`src/hdl/unused_placeholder_none.sv`:
```
`timescale 1ns/1ps
// ----------------------------------------
// Intentionally empty unit
// ----------------------------------------

```
`src/hdl/fit_pkg.sv`:
```
// ----------------------------------------
// Shared constants
// ----------------------------------------
package fit_pkg;

	// Pin counts
	localparam int FIT_FLAG_NUM = 4;
	localparam int FIT_IRQ_NUM = 4;

	// Synchroniser depth for asynchronous pins
	localparam int FIT_SYNC_STAGES = 2;

	// Timer expired pulse length in system clock cycles
	localparam int FIT_TMR_PULSE_CYCLES = 4;
	localparam int FIT_TMR_CNT_W = 3;
	localparam logic [FIT_TMR_CNT_W-1:0] FIT_TMR_CNT_LOAD = FIT_TMR_PULSE_CYCLES[FIT_TMR_CNT_W-1:0];
	localparam logic [FIT_TMR_CNT_W-1:0] FIT_TMR_CNT_ONE = 3'h1;
	localparam logic [FIT_TMR_CNT_W-1:0] FIT_TMR_CNT_ZERO = 3'h0;

	// Values after reset
	localparam logic [FIT_FLAG_NUM-1:0] FIT_FLAG_OE_RESET = 4'h0;
	localparam logic [FIT_FLAG_NUM-1:0] FIT_FLAG_DRV_RESET = 4'h0;
	localparam logic [FIT_IRQ_NUM-1:0] FIT_IRQ_EN_RESET = 4'h0;
	localparam logic [FIT_IRQ_NUM-1:0] FIT_IRQ_EN_BOOT = 4'hF;
	localparam logic [FIT_IRQ_NUM-1:0] FIT_IRQ_ZERO = 4'h0;

	// Idle level of the synchronised pins (flags pulled down, requests pulled up)
	localparam logic [FIT_FLAG_NUM+FIT_IRQ_NUM-1:0] FIT_SYNC_RESET = 8'hF0;

endpackage : fit_pkg

```
`src/hdl/fit_sync.sv`:
```
`timescale 1ns/1ps
// ----------------------------------------
// Multi-bit level synchroniser
// ----------------------------------------
module fit_sync #(
	parameter int WIDTH = 8,
	parameter int STAGES = 2,
	parameter logic [WIDTH-1:0] RESET_VALUE = '0
) (
	// Clock and reset
	input wire logic mclk_in,
	input wire logic reset_in,
	// Asynchronous levels
	input wire logic [WIDTH-1:0] async_in,
	// Synchronised levels
	output logic [WIDTH-1:0] sync_out
);

	typedef struct packed {
		logic [STAGES-1:0][WIDTH-1:0] stage;
	} fit_sync_state_t;

	fit_sync_state_t sync_reg;
	fit_sync_state_t sync_next;

	// ----------------------------------------
	// Shift chain, first stage read only by the second
	// ----------------------------------------
	always_comb begin
		sync_next = sync_reg;
		sync_next.stage[0] = async_in;
		for (int i = 1; i < STAGES; i++) begin
			sync_next.stage[i] = sync_reg.stage[i-1];
		end
	end

	always_ff @(posedge mclk_in or posedge reset_in) begin
		if (reset_in) begin
			sync_reg <= {STAGES{RESET_VALUE}};
		end else begin
			sync_reg <= sync_next;
		end
	end

	assign sync_out = sync_reg.stage[STAGES-1];

endmodule // fit_sync

```
`src/hdl/fit_pins.sv`:
```
`timescale 1ns/1ps
// Notes on behaviour
// Each flag pin has its own direction.
// Flag levels offered as core test conditions.
// Flags are inputs at power-up and reset.
// Asserted enabled request raises core interrupt.
// Each request chooses edge or level sensing.
// Requests disabled after reset unless boot strap.
// Timer expiry drives output four cycles exactly.
// Timer pin sampled as strap during reset; code samples it on the first edge after reset release.
// Asynchronous pins pass two register stages first.
module fit_pins (
	// Clock and reset
	input wire logic mclk_in,
	input wire logic reset_in,
	// Flag pins
	input wire logic [fit_pkg::FIT_FLAG_NUM-1:0] program_flag_pins_in,
	output logic [fit_pkg::FIT_FLAG_NUM-1:0] program_flag_pins_out,
	output logic [fit_pkg::FIT_FLAG_NUM-1:0] program_flag_pins_oe_out,
	// Flag control from the sequencer
	input wire logic [fit_pkg::FIT_FLAG_NUM-1:0] flag_dir_output_in,
	input wire logic [fit_pkg::FIT_FLAG_NUM-1:0] flag_drive_value_in,
	// Flag conditions to the sequencer
	output logic [fit_pkg::FIT_FLAG_NUM-1:0] flag_condition_out,
	// Interrupt request pins, active low
	input wire logic [fit_pkg::FIT_IRQ_NUM-1:0] external_interrupt_request_pins_n_in,
	// Interrupt control from the core
	input wire logic irq_enable_write_in,
	input wire logic [fit_pkg::FIT_IRQ_NUM-1:0] irq_enable_value_in,
	input wire logic [fit_pkg::FIT_IRQ_NUM-1:0] irq_edge_mode_in,
	input wire logic [fit_pkg::FIT_IRQ_NUM-1:0] irq_ack_in,
	// Interrupt status to the core
	output logic [fit_pkg::FIT_IRQ_NUM-1:0] irq_request_out,
	output logic [fit_pkg::FIT_IRQ_NUM-1:0] irq_enable_out,
	// Boot strap level for interrupt booting
	input wire logic irq_boot_strap_in,
	// Timer expired pin
	input wire logic timer_expire_in,
	input wire logic timer_zero_expired_in,
	output logic timer_zero_expired_out,
	output logic timer_zero_expired_oe_out,
	// Strap results
	output logic timer_strap_out,
	output logic strap_valid_out
);

	import fit_pkg::*;

	typedef struct packed {
		logic [FIT_FLAG_NUM-1:0] flag_oe;
		logic [FIT_FLAG_NUM-1:0] flag_drv;
		logic [FIT_FLAG_NUM-1:0] flag_cond;
		logic [FIT_IRQ_NUM-1:0] irq_prev;
		logic [FIT_IRQ_NUM-1:0] irq_latch;
		logic [FIT_IRQ_NUM-1:0] irq_req;
		logic [FIT_IRQ_NUM-1:0] irq_en;
		logic strap_done;
		logic tmr_strap;
		logic tmr_oe;
		logic tmr_out;
		logic [FIT_TMR_CNT_W-1:0] tmr_cnt;
	} fit_state_t;

	fit_state_t state_reg;
	fit_state_t state_next;

	// ----------------------------------------
	// Pin synchronisers
	// ----------------------------------------
	logic [FIT_FLAG_NUM+FIT_IRQ_NUM-1:0] pins_sync;
	logic [FIT_FLAG_NUM-1:0] flag_sync;
	logic [FIT_IRQ_NUM-1:0] irq_asserted;

	fit_sync #(
		.WIDTH(FIT_FLAG_NUM + FIT_IRQ_NUM),
		.STAGES(FIT_SYNC_STAGES),
		.RESET_VALUE(FIT_SYNC_RESET)
	) u_sync (
		.mclk_in(mclk_in),
		.reset_in(reset_in),
		.async_in({external_interrupt_request_pins_n_in, program_flag_pins_in}),
		.sync_out(pins_sync)
	);

	assign flag_sync = pins_sync[FIT_FLAG_NUM-1:0];
	assign irq_asserted = ~pins_sync[FIT_FLAG_NUM+FIT_IRQ_NUM-1:FIT_FLAG_NUM];

	// ----------------------------------------
	// Per-flag condition source
	// ----------------------------------------
	logic [FIT_FLAG_NUM-1:0] flag_cond_next;

	for (genvar f = 0; f < FIT_FLAG_NUM; f++) begin : g_flag
		logic drives_pin;
		assign drives_pin = state_reg.flag_oe[f];
		assign flag_cond_next[f] = drives_pin ? state_reg.flag_drv[f] : flag_sync[f];
	end

	// ----------------------------------------
	// Per-request sensing
	// ----------------------------------------
	logic [FIT_IRQ_NUM-1:0] irq_edge_seen;
	logic [FIT_IRQ_NUM-1:0] irq_latch_next;
	logic [FIT_IRQ_NUM-1:0] irq_req_next;

	for (genvar g = 0; g < FIT_IRQ_NUM; g++) begin : g_irq
		logic edge_armed;
		logic level_armed;
		assign edge_armed = state_reg.irq_en[g] & irq_edge_mode_in[g];
		assign level_armed = state_reg.irq_en[g] & ~irq_edge_mode_in[g];
		assign irq_edge_seen[g] = irq_asserted[g] & ~state_reg.irq_prev[g];
		assign irq_latch_next[g] = edge_armed
			& (irq_edge_seen[g] | (state_reg.irq_latch[g] & ~irq_ack_in[g]));
		assign irq_req_next[g] = (edge_armed & irq_latch_next[g])
			| (level_armed & irq_asserted[g]);
	end

	// ----------------------------------------
	// Timer pulse qualifiers
	// ----------------------------------------
	logic tmr_start;
	logic tmr_more;

	assign tmr_start = state_reg.strap_done & timer_expire_in;
	assign tmr_more = state_reg.tmr_cnt > FIT_TMR_CNT_ONE;

	// ----------------------------------------
	// Strap capture qualifiers
	// ----------------------------------------
	logic strap_take;
	logic [FIT_IRQ_NUM-1:0] irq_en_boot;

	assign strap_take = ~state_reg.strap_done;
	assign irq_en_boot = irq_boot_strap_in ? FIT_IRQ_EN_BOOT : FIT_IRQ_EN_RESET;

	// ----------------------------------------
	// Interrupt enable source
	// ----------------------------------------
	logic [FIT_IRQ_NUM-1:0] irq_en_write;

	assign irq_en_write = irq_enable_write_in ? irq_enable_value_in : state_reg.irq_en;

	// ----------------------------------------
	// Next state
	// ----------------------------------------
	always_comb begin
		state_next = state_reg;

		// Flag direction and drive, each pin on its own
		state_next.flag_oe = flag_dir_output_in;
		state_next.flag_drv = flag_drive_value_in;

		// Condition follows the pin when input, the driven value when output
		state_next.flag_cond = flag_cond_next;

		// Strap capture on the first edge after reset release
		if (strap_take) begin
			state_next.strap_done = 1'b1;
			state_next.tmr_strap = timer_zero_expired_in;
			state_next.tmr_oe = 1'b1;
			state_next.irq_en = irq_en_boot;
		end else begin
			state_next.irq_en = irq_en_write;
		end

		// Edge detection history
		state_next.irq_prev = irq_asserted;

		// Edge latch: new edge wins over acknowledge
		state_next.irq_latch = irq_latch_next;

		// Request to the core, edge or level per input
		state_next.irq_req = irq_req_next;

		// Timer expired pulse, restarted by a new expiry
		if (tmr_start) begin
			state_next.tmr_out = 1'b1;
			state_next.tmr_cnt = FIT_TMR_CNT_LOAD;
		end else if (tmr_more) begin
			state_next.tmr_cnt = state_reg.tmr_cnt - FIT_TMR_CNT_ONE;
		end else begin
			state_next.tmr_out = 1'b0;
			state_next.tmr_cnt = FIT_TMR_CNT_ZERO;
		end
	end

	// ----------------------------------------
	// State register
	// ----------------------------------------
	always_ff @(posedge mclk_in or posedge reset_in) begin
		if (reset_in) begin
			state_reg.flag_oe <= FIT_FLAG_OE_RESET;
			state_reg.flag_drv <= FIT_FLAG_DRV_RESET;
			state_reg.flag_cond <= FIT_FLAG_DRV_RESET;
			state_reg.irq_prev <= FIT_IRQ_ZERO;
			state_reg.irq_latch <= FIT_IRQ_ZERO;
			state_reg.irq_req <= FIT_IRQ_ZERO;
			state_reg.irq_en <= FIT_IRQ_EN_RESET;
			state_reg.strap_done <= 1'b0;
			state_reg.tmr_strap <= 1'b0;
			state_reg.tmr_oe <= 1'b0;
			state_reg.tmr_out <= 1'b0;
			state_reg.tmr_cnt <= FIT_TMR_CNT_ZERO;
		end else begin
			state_reg <= state_next;
		end
	end

	// ----------------------------------------
	// Outputs
	// ----------------------------------------
	assign program_flag_pins_out = state_reg.flag_drv;
	assign program_flag_pins_oe_out = state_reg.flag_oe;
	assign flag_condition_out = state_reg.flag_cond;

	// ----------------------------------------
	// Interrupt outputs
	// ----------------------------------------
	assign irq_request_out = state_reg.irq_req;
	assign irq_enable_out = state_reg.irq_en;

	// ----------------------------------------
	// Timer and strap outputs
	// ----------------------------------------
	assign timer_zero_expired_out = state_reg.tmr_out;
	assign timer_zero_expired_oe_out = state_reg.tmr_oe;
	assign timer_strap_out = state_reg.tmr_strap;
	assign strap_valid_out = state_reg.strap_done;

endmodule // fit_pins

```
`config.mk`:
```
export PLATFORM = sky130hd
export DESIGN_NAME = fit_pins
export DESIGN_NICKNAME = d
export VERILOG_FILES = /design/src/hdl/unused_placeholder_none.sv /design/src/hdl/fit_pkg.sv /design/src/hdl/fit_sync.sv /design/src/hdl/fit_pins.sv
export SDC_FILE = /design/constraint.sdc
export NUM_CORES = 1
export LEC_CHECK = 0
export ABC_AREA = 1
export BUFFER_PORTS_ARGS = -buffer_cell sky130_fd_sc_hd__buf_2
export CAP_MARGIN = 40
export CORE_MARGIN = 2
export CORE_UTILIZATION = 50
export DETAILED_ROUTE_END_ITERATION = 10
export PLACE_DENSITY = 0.78
export SYNTH_ARGS = -nofsm -noshare
export SYNTH_HDL_FRONTEND = slang
export SYNTH_SLANG_ARGS = --single-unit
```
`constraint.sdc`:
```
create_clock -name mclk_in -period 2.1 [get_ports mclk_in]
set_clock_uncertainty 0.1 [all_clocks]
set_input_delay 0.42 -clock mclk_in [delete_from_list [all_inputs] [get_ports mclk_in]]
set_output_delay 0.42 -clock mclk_in [all_outputs]
set_load 0.01 [all_outputs]
```
==> results of run 1 <==
## synth_stat cells (all sizes together)
cell,count
o21bai,1
nand3,10
dfstp,8
ha,2
buf,20
nor2,8
inv,25
nand2,41
o21ai,5
conb,1
dfrtp,43
o21a,1
or2,5
## kinds of logic after synthesis
logic type      count (synthesis)  share of synthesized area
simple gates                   64                      0.146
flops                          51                      0.687
compound gates                  7                     0.0214
other cells                     1                    0.00200
fa+ha+maj                       2                     0.0134
buf+inv                        45                      0.130
## how the worst max path moves through the flow
stage                             to  cells after the start
2_1_floorplan  flag_condition_out[0]                      1
3_5_place_dp    u_sync.sync_next[14]                      3
6_report             strap_valid_out                      1
5_1_grt              strap_valid_out                      1
3_3_place_gp    u_sync.sync_next[14]                      3
4_1_cts              strap_valid_out                      1
## metrics by stage
step	hold slack [ns]	worst slack [ns]	cells	power [mW]
detailed placement	0.236	0.940	257	1.43
global placement	0.232	0.961	257	1.42
finish	0.0263	0.622	265	1.94
global route	0.0348	0.553	265	2.08
CTS	0.0369	0.615	265	1.97
floorplan	0.231	0.364	170	1.35
## area by class of cell
| cell class | count | area, um2 |
|---|---|---|
| clock buffer | 5 | 68.8 |
| tap | 48 | 60.1 |
| multi-input combinational | 74 | 342 |
| clock inverter | 3 | 18.8 |
| inverter | 25 | 93.8 |
| timing repair buffer | 59 | 313 |
| fill | 310 | 1450 |
| sequential | 51 | 1290 |
## report_power, final
group | internal, mW | switching (mW)
Combinational | 0.124 | 0.155
Sequential | 1.08 | 0.0537
Clock | 0.234 | 0.296
## worst reg2reg max path, stage by stage, from the launching register on
cell and delay, ns:
dfrtp_1 0.41, inv_1 0.08, ha_1 0.21, o21a_1 0.18
o21ai_0 0.06
## metal layers
metal  routed length, um  vias up  GRT usage
li1                    -      577          -
met4                  62        0     0.0781
met3                 173        6     0.0531
met1                1130      505      0.177
met2                1260       38      0.221
met5                   0        -          0
==> impl_metrics.py, run 1 <==
metrics = {
    "status": {
        "run_status": "finished clean",
    },
    "synth": {
        "register_area_share_after_synthesis": 0.687,
        "yosysTopAreaCellShare": 0.575,
        "synth_nets": 206,
        "yosys_warnings": 0,
        "mappedNetlistArea_um2": 1870,
        "synth_top_cells_by_area": "dfrtp_1, dfstp_2, nand2_1",
        "post_synth_inst_count": 170,
        "post_synth.cell_area_avg_um2": 11.0,
        "postSynthRegisterBits": 51,
        "yosys.cell_types.count": 15,
        "yosys.area.top_type": "dfrtp_1",
    },
    "worst_setup_path": {
        "worst_path_cell_chain": "buf_2",
        "setup.worst_path.start": "strap_valid_out",
        "regToRegEndpoint": "state_reg[2]",
        "critical-path-top-delay-family": "flip-flops",
        "crit_slowest_cell": "dfrtp_1",
        "crit_path_max_incr_delay_ns": 0.48,
        "worstReg2RegStart": "state_reg[0]",
        "critical_path_peak_fanout": 8,
        "path_type_of_the_worst_setup_path": "register to output pin",
        "path_buf_inv": 1,
        "worstPathArrival_ns": 0.96,
        "reg2reg_slack_ns": 0.98,
        "cp-end-kind": "output pin",
        "critical_path_required_ns": 1.58,
        "reg2regPathDepth": 4,
        "worstSetupStartpointType": "register",
    },
    "timing": {
        "maxClockFrequency_mhz": 677,
        "rsz0062_at_grt": "false",
        "final_layout_setup_total_negative_slack_ns": 0,
        "final_max_slew_viol_count": 0,
        "timing.final.crit_share": 0.704,
        "layout_min_cycle_time_ns": 1.48,
        "setup_viol": 0,
        "final_report_hold_violation_count": 0,
    },
    "clocking": {
        "clk_transition_reported_paths_ns": 0.09,
        "cts.repair.resized": 0,
        "clock_insertion_delay_worst_skew_ns": 0.29,
        "tritoncts_num_sinks": 51,
        "cts_tree": "built",
        "numCtsBuffers": 5,
        "clk_path_buf_depth": 2,
        "cts_max_level": 2,
        "clock_root_buffer_master": "clkbuf_8",
        "post_cts_hold_buffers": 0,
        "cts.repair_timing.setup_buffer_count": 0,
    },
    "global_routing": {
        "grt.total_usage": 0.144,
        "grt_pass1_wl_um": 4440,
        "first_global_vias": 1014,
        "antenna_found_initial": 0,
        "grt_start_max_net_pins": 23,
        "global_route_congestion_overflow_total": 0,
    },
    "route": {
        "route.final.wire_length_um": 2620,
        "vias": 1126,
        "route.detailed.drc": 0,
        "number_of_iterations_in_the_first_detailed_routing_pass": 6,
        "avgRoutedWirePerCell_um": 9.90,
        "viasPerCell": 4.25,
        "final_ant_viol_nets": 0,
        "drtIter0Drc": 45,
    },
    "floorplan": {
        "design.die.area_um2": 4250,
        "num_rows": 22,
        "start_util": 0.515,
        "floorplan.io_pins": 58,
        "floorplan.core_area_um2": 3630,
        "floorplan.die.height_um": 65.2,
        "floorplan.die.width_um": 65.2,
    },
    "placement": {
        "gp_congestion": 0.781,
        "port_buf_inserts": 57,
        "dp.final_hpwl_um": 2050,
        "detailed_place.area_um2": 2090,
    },
    "layout": {
        "area_delta_synth_final_pct": 16.6,
        "core_utilization_of_the_finished_layout": 0.601,
        "layout.nets": 252,
        "flip_flop_count_of_the_largest_register_after_layout": 11,
        "mostFrequentLayoutCells": "buf_2, dfrtp_1, nand2_1, inv_1, nand3_1",
        "post_route_cells_drive_above_1_share": 0.359,
        "post-route-cell-area_um2": 2180,
        "mostFrequentLayoutCell": "buf_2",
        "insertedDiodeCount": 0,
    },
    "pwr": {
        "static-leakage-power_nw": 1.23,
        "worst_ir_drop_on_vdd_mv": 0.490,
        "powerDensity_nw_per_um2": 889,
    },
    "job": {
        "cap_violations": 0,
    },
    "hold_path": {
        "min_path_type": "primary input to asynchronous set/reset pin",
    },
}
Power figures use the tool's default switching activity.
==> inputs of run 2 (changes only) <==
Settings changed: ABC_AREA 1 to 0, CORE_UTILIZATION 50 to 49, PLACE_DENSITY 0.78 to 0.77.
Clock period 2.1 ns to 1.4 ns, I/O delays scaled along.
==> run 2 against run 1 <==
Compared with the run above:
- routed wire length up 24%
- flip-flop and latch count unchanged
- via count down 1.2%
- highest routed layer unchanged
==> impl_metrics.py, run 2 <==
metrics = {
    "layout": {
        "combined_area_of_the_multi_input_logic_cells_um2": 352,
        "fillCellCount": 305,
        "core_utilization_of_the_finished_layout": 0.643,
        "mostFrequentLayoutCell": "buf_2",
        "final-seq-area_um2": 1290,
        "layout.nets": 230,
        "post-route-cell-area_um2": 2330,
        "flip_flop_count_of_the_largest_register_after_layout": 11,
        "area_delta_synth_final_pct": 27.5,
        "post_route_cells_drive_above_1_share": 0.467,
        "insertedDiodeCount": 0,
        "mostFrequentLayoutCells": "buf_2, dfrtp_1, dlygate4sd3_1, nor2_1, dfstp_2",
    },
    "worst_setup_path": {
        "critical_path_required_ns": 1.49,
        "reg2regPathDepth": 4,
        "critical_path_peak_fanout": 3,
        "path_type_of_the_worst_setup_path": "register to register",
        "setup.worst_path.start": "state_reg[1]",
        "worst_path_cell_chain": "inv_1, ha_2, o21ba_2, a31o_2",
        "worstPathArrival_ns": 1.42,
        "worstReg2RegStart": "state_reg[1]",
        "worstSetupStartpointType": "register",
        "crit_path_max_incr_delay_ns": 0.39,
        "crit_slowest_cell": "dfrtp_1",
        "cp-end-kind": "register",
    },
    "floorplan": {
        "design.die.area_um2": 4240,
        "floorplan.io_pins": 58,
        "floorplan.die.height_um": 65.1,
        "num_rows": 22,
        "start_util": 0.504,
        "floorplan.core_area_um2": 3630,
        "floorplan.die.width_um": 65.1,
    },
    "synth": {
        "yosysTopAreaCellShare": 0.587,
        "yosys_warnings": 0,
        "yosysMostFrequentCell": "dfrtp_1",
        "synth.cells.most_frequent": "dfrtp_1, buf_4, nor2_1",
        "mappedNetlistArea_um2": 1830,
        "register_area_share_after_synthesis": 0.702,
        "ys_dominant_reg_cell": "dfrtp_1",
        "async_set_reset_flop_share_out_of_synthesis": 1.00,
        "post_synth.cell_area_avg_um2": 14.2,
        "synth_top_cells_by_area": "dfrtp_1, dfstp_2, buf_4",
        "yosys.area.top_type": "dfrtp_1",
        "postSynthRegisterBits": 51,
        "synth_edf_count": 0,
        "synth_nets": 165,
        "post_synth_inst_count": 129,
        "yosys.cell_types.count": 24,
    },
    "timing": {
        "setup_viol": 0,
        "final_layout_setup_total_negative_slack_ns": 0,
        "post-route-worst-setup-slack_ns": 0.0726,
        "maxClockFrequency_mhz": 753,
        "timing.final.crit_share": 0.948,
        "final_max_slew_viol_count": 0,
        "layout_min_cycle_time_ns": 1.33,
        "final_report_hold_violation_count": 0,
        "rsz0062_at_grt": "false",
    },
    "placement": {
        "dp.final_hpwl_um": 2340,
        "gp_congestion": 0.569,
        "port_buf_inserts": 57,
        "detailed_place.area_um2": 2040,
        "place_ws_ns": 0.0444,
    },
    "global_routing": {
        "grt_start_max_net_pins": 28,
        "first_global_vias": 1195,
        "antenna_found_initial": 0,
        "grt_pass1_wl_um": 5240,
        "grt.total_usage": 0.171,
        "global_route_congestion_overflow_total": 0,
    },
    "job": {
        "cap_violations": 0,
    },
    "clocking": {
        "clk_path_buf_depth": 2,
        "cts_tree": "built",
        "cts_max_level": 2,
        "clock_root_buffer_master": "clkbuf_8",
        "clock_insertion_delay_worst_skew_ns": 0.30,
        "numCtsBuffers": 5,
        "clk_transition_reported_paths_ns": 0.08,
        "tritoncts_num_sinks": 51,
    },
    "route": {
        "route.detailed.drc": 0,
        "route.final.wire_length_um": 3250,
        "top_layer": "met4",
        "route.met2.wl_um": 1880,
        "avgRoutedWirePerCell_um": 13.4,
        "number_of_iterations_in_the_first_detailed_routing_pass": 4,
        "final_ant_viol_nets": 0,
        "met3WireLength_um": 146,
        "drtIter0Drc": 20,
        "wl_met1_um": 1120,
        "viasPerCell": 4.58,
        "vias": 1112,
    },
    "pwr": {
        "post-layout-total-power_mw": 3.06,
        "worst_ir_drop_on_vdd_mv": 0.892,
        "powerDensity_nw_per_um2": 1310,
        "static-leakage-power_nw": 1.21,
    },
    "hold_path": {
        "hold_path.startpoint": "timer_expire_in",
        "min_path_type": "primary input to register",
        "min_delay_path_depth": 2,
    },
    "status": {
        "run_status": "finished clean",
    },
}
==> run 2: cell count changes in the layout (fill, tap and decap cells not counted), moves of 5 or more <==
cell           previous run  this run
dlygate4sd3_1             0        17
mux2_2                    0         5
inv_1                    23         7
nand2_1                  41         1
or2_1                     5         0
nand3_1                  10         0
==> run 2: repair_timing <==
action                                 CTS  global route
endpoints found under the hold margin   30             0
setup endpoints to repair                1             3
gates resized for setup                  1             3
pin swaps                                0             0
buffers inserted                         0             4
hold buffers                            17             0
==> run 2: critical path: cells and delay by family (launching register included) <==
| kind | cells | cell delay, ns |
|---|---|---|
| buffers and inverters | 1 | 0.11 |
| DFF | 1 | 0.39 |
| adders and majority gates | 1 | 0.20 |
| AOI/OAI and AO/OA | 2 | 0.43 |
==> run 2: per-stage QoR <==
step,hold slack [ns],cells
2_1_floorplan,0.184,129
3_3_place_gp,0.168,214
3_5_place_dp,0.182,214
4_1_cts,0.0737,239
5_1_grt,0.0770,243
6_report,0.0848,243
==> run 2: power by group <==
| part | internal, mW | switching, mW | leakage [nW] |
|---|---|---|---|
| Combinational | 0.283 | 0.276 | 0.573 |
| Clock | 0.348 | 0.454 | 0.0402 |
| Sequential | 1.62 | 0.0842 | 0.595 |
| Total | 2.25 | 0.814 | 1.21 |
==> run 2: logic make-up (layout without fill, tap and decap cells) <==
| family | count (synthesis) | after routing | share of synthesized area |
|---|---|---|---|
| adders and majority gates | 2 | 2 | 0.0137 |
| AOI/OAI and AO/OA | 18 | 18 | 0.0758 |
| DFF | 51 | 51 | 0.702 |
| other | 1 | 1 | 0.00205 |
| and+or+nand+nor | 18 | 18 | 0.0465 |
| buffers and inverters | 30 | 96 | 0.107 |
| muxes | 9 | 9 | 0.0526 |
==> run 2: layout make-up <==
class	instances	share of cell area
Sequential cell	51	0.551
Timing Repair Buffer	80	0.220
Multi-Input combinational cell	48	0.151
Clock buffer	5	0.0295
Tap cell	48	0.0257
Inverter	8	0.0145
Clock inverter	3	0.00857
==> run 2: per-layer routing <==
layer  GRT usage  up-vias
met2       0.317       33
met5           0        -
li1            -      520
met3      0.0428       11
met4      0.0990        0
met1       0.173      548
==> run 2: path summary, 6_finish.rpt <==
check / endpoint / slack, ns
hold / removal: state_reg[1] / 0.08
setup reg to reg: state_reg[2] / 0.07
min in group asynchronous: u_sync.sync_next[11] / 0.40
max in group asynchronous: u_sync.sync_next[12] / 0.28
setup / recovery: state_reg[2] / 0.07
hold reg to reg: u_sync.sync_out[0] / 0.25
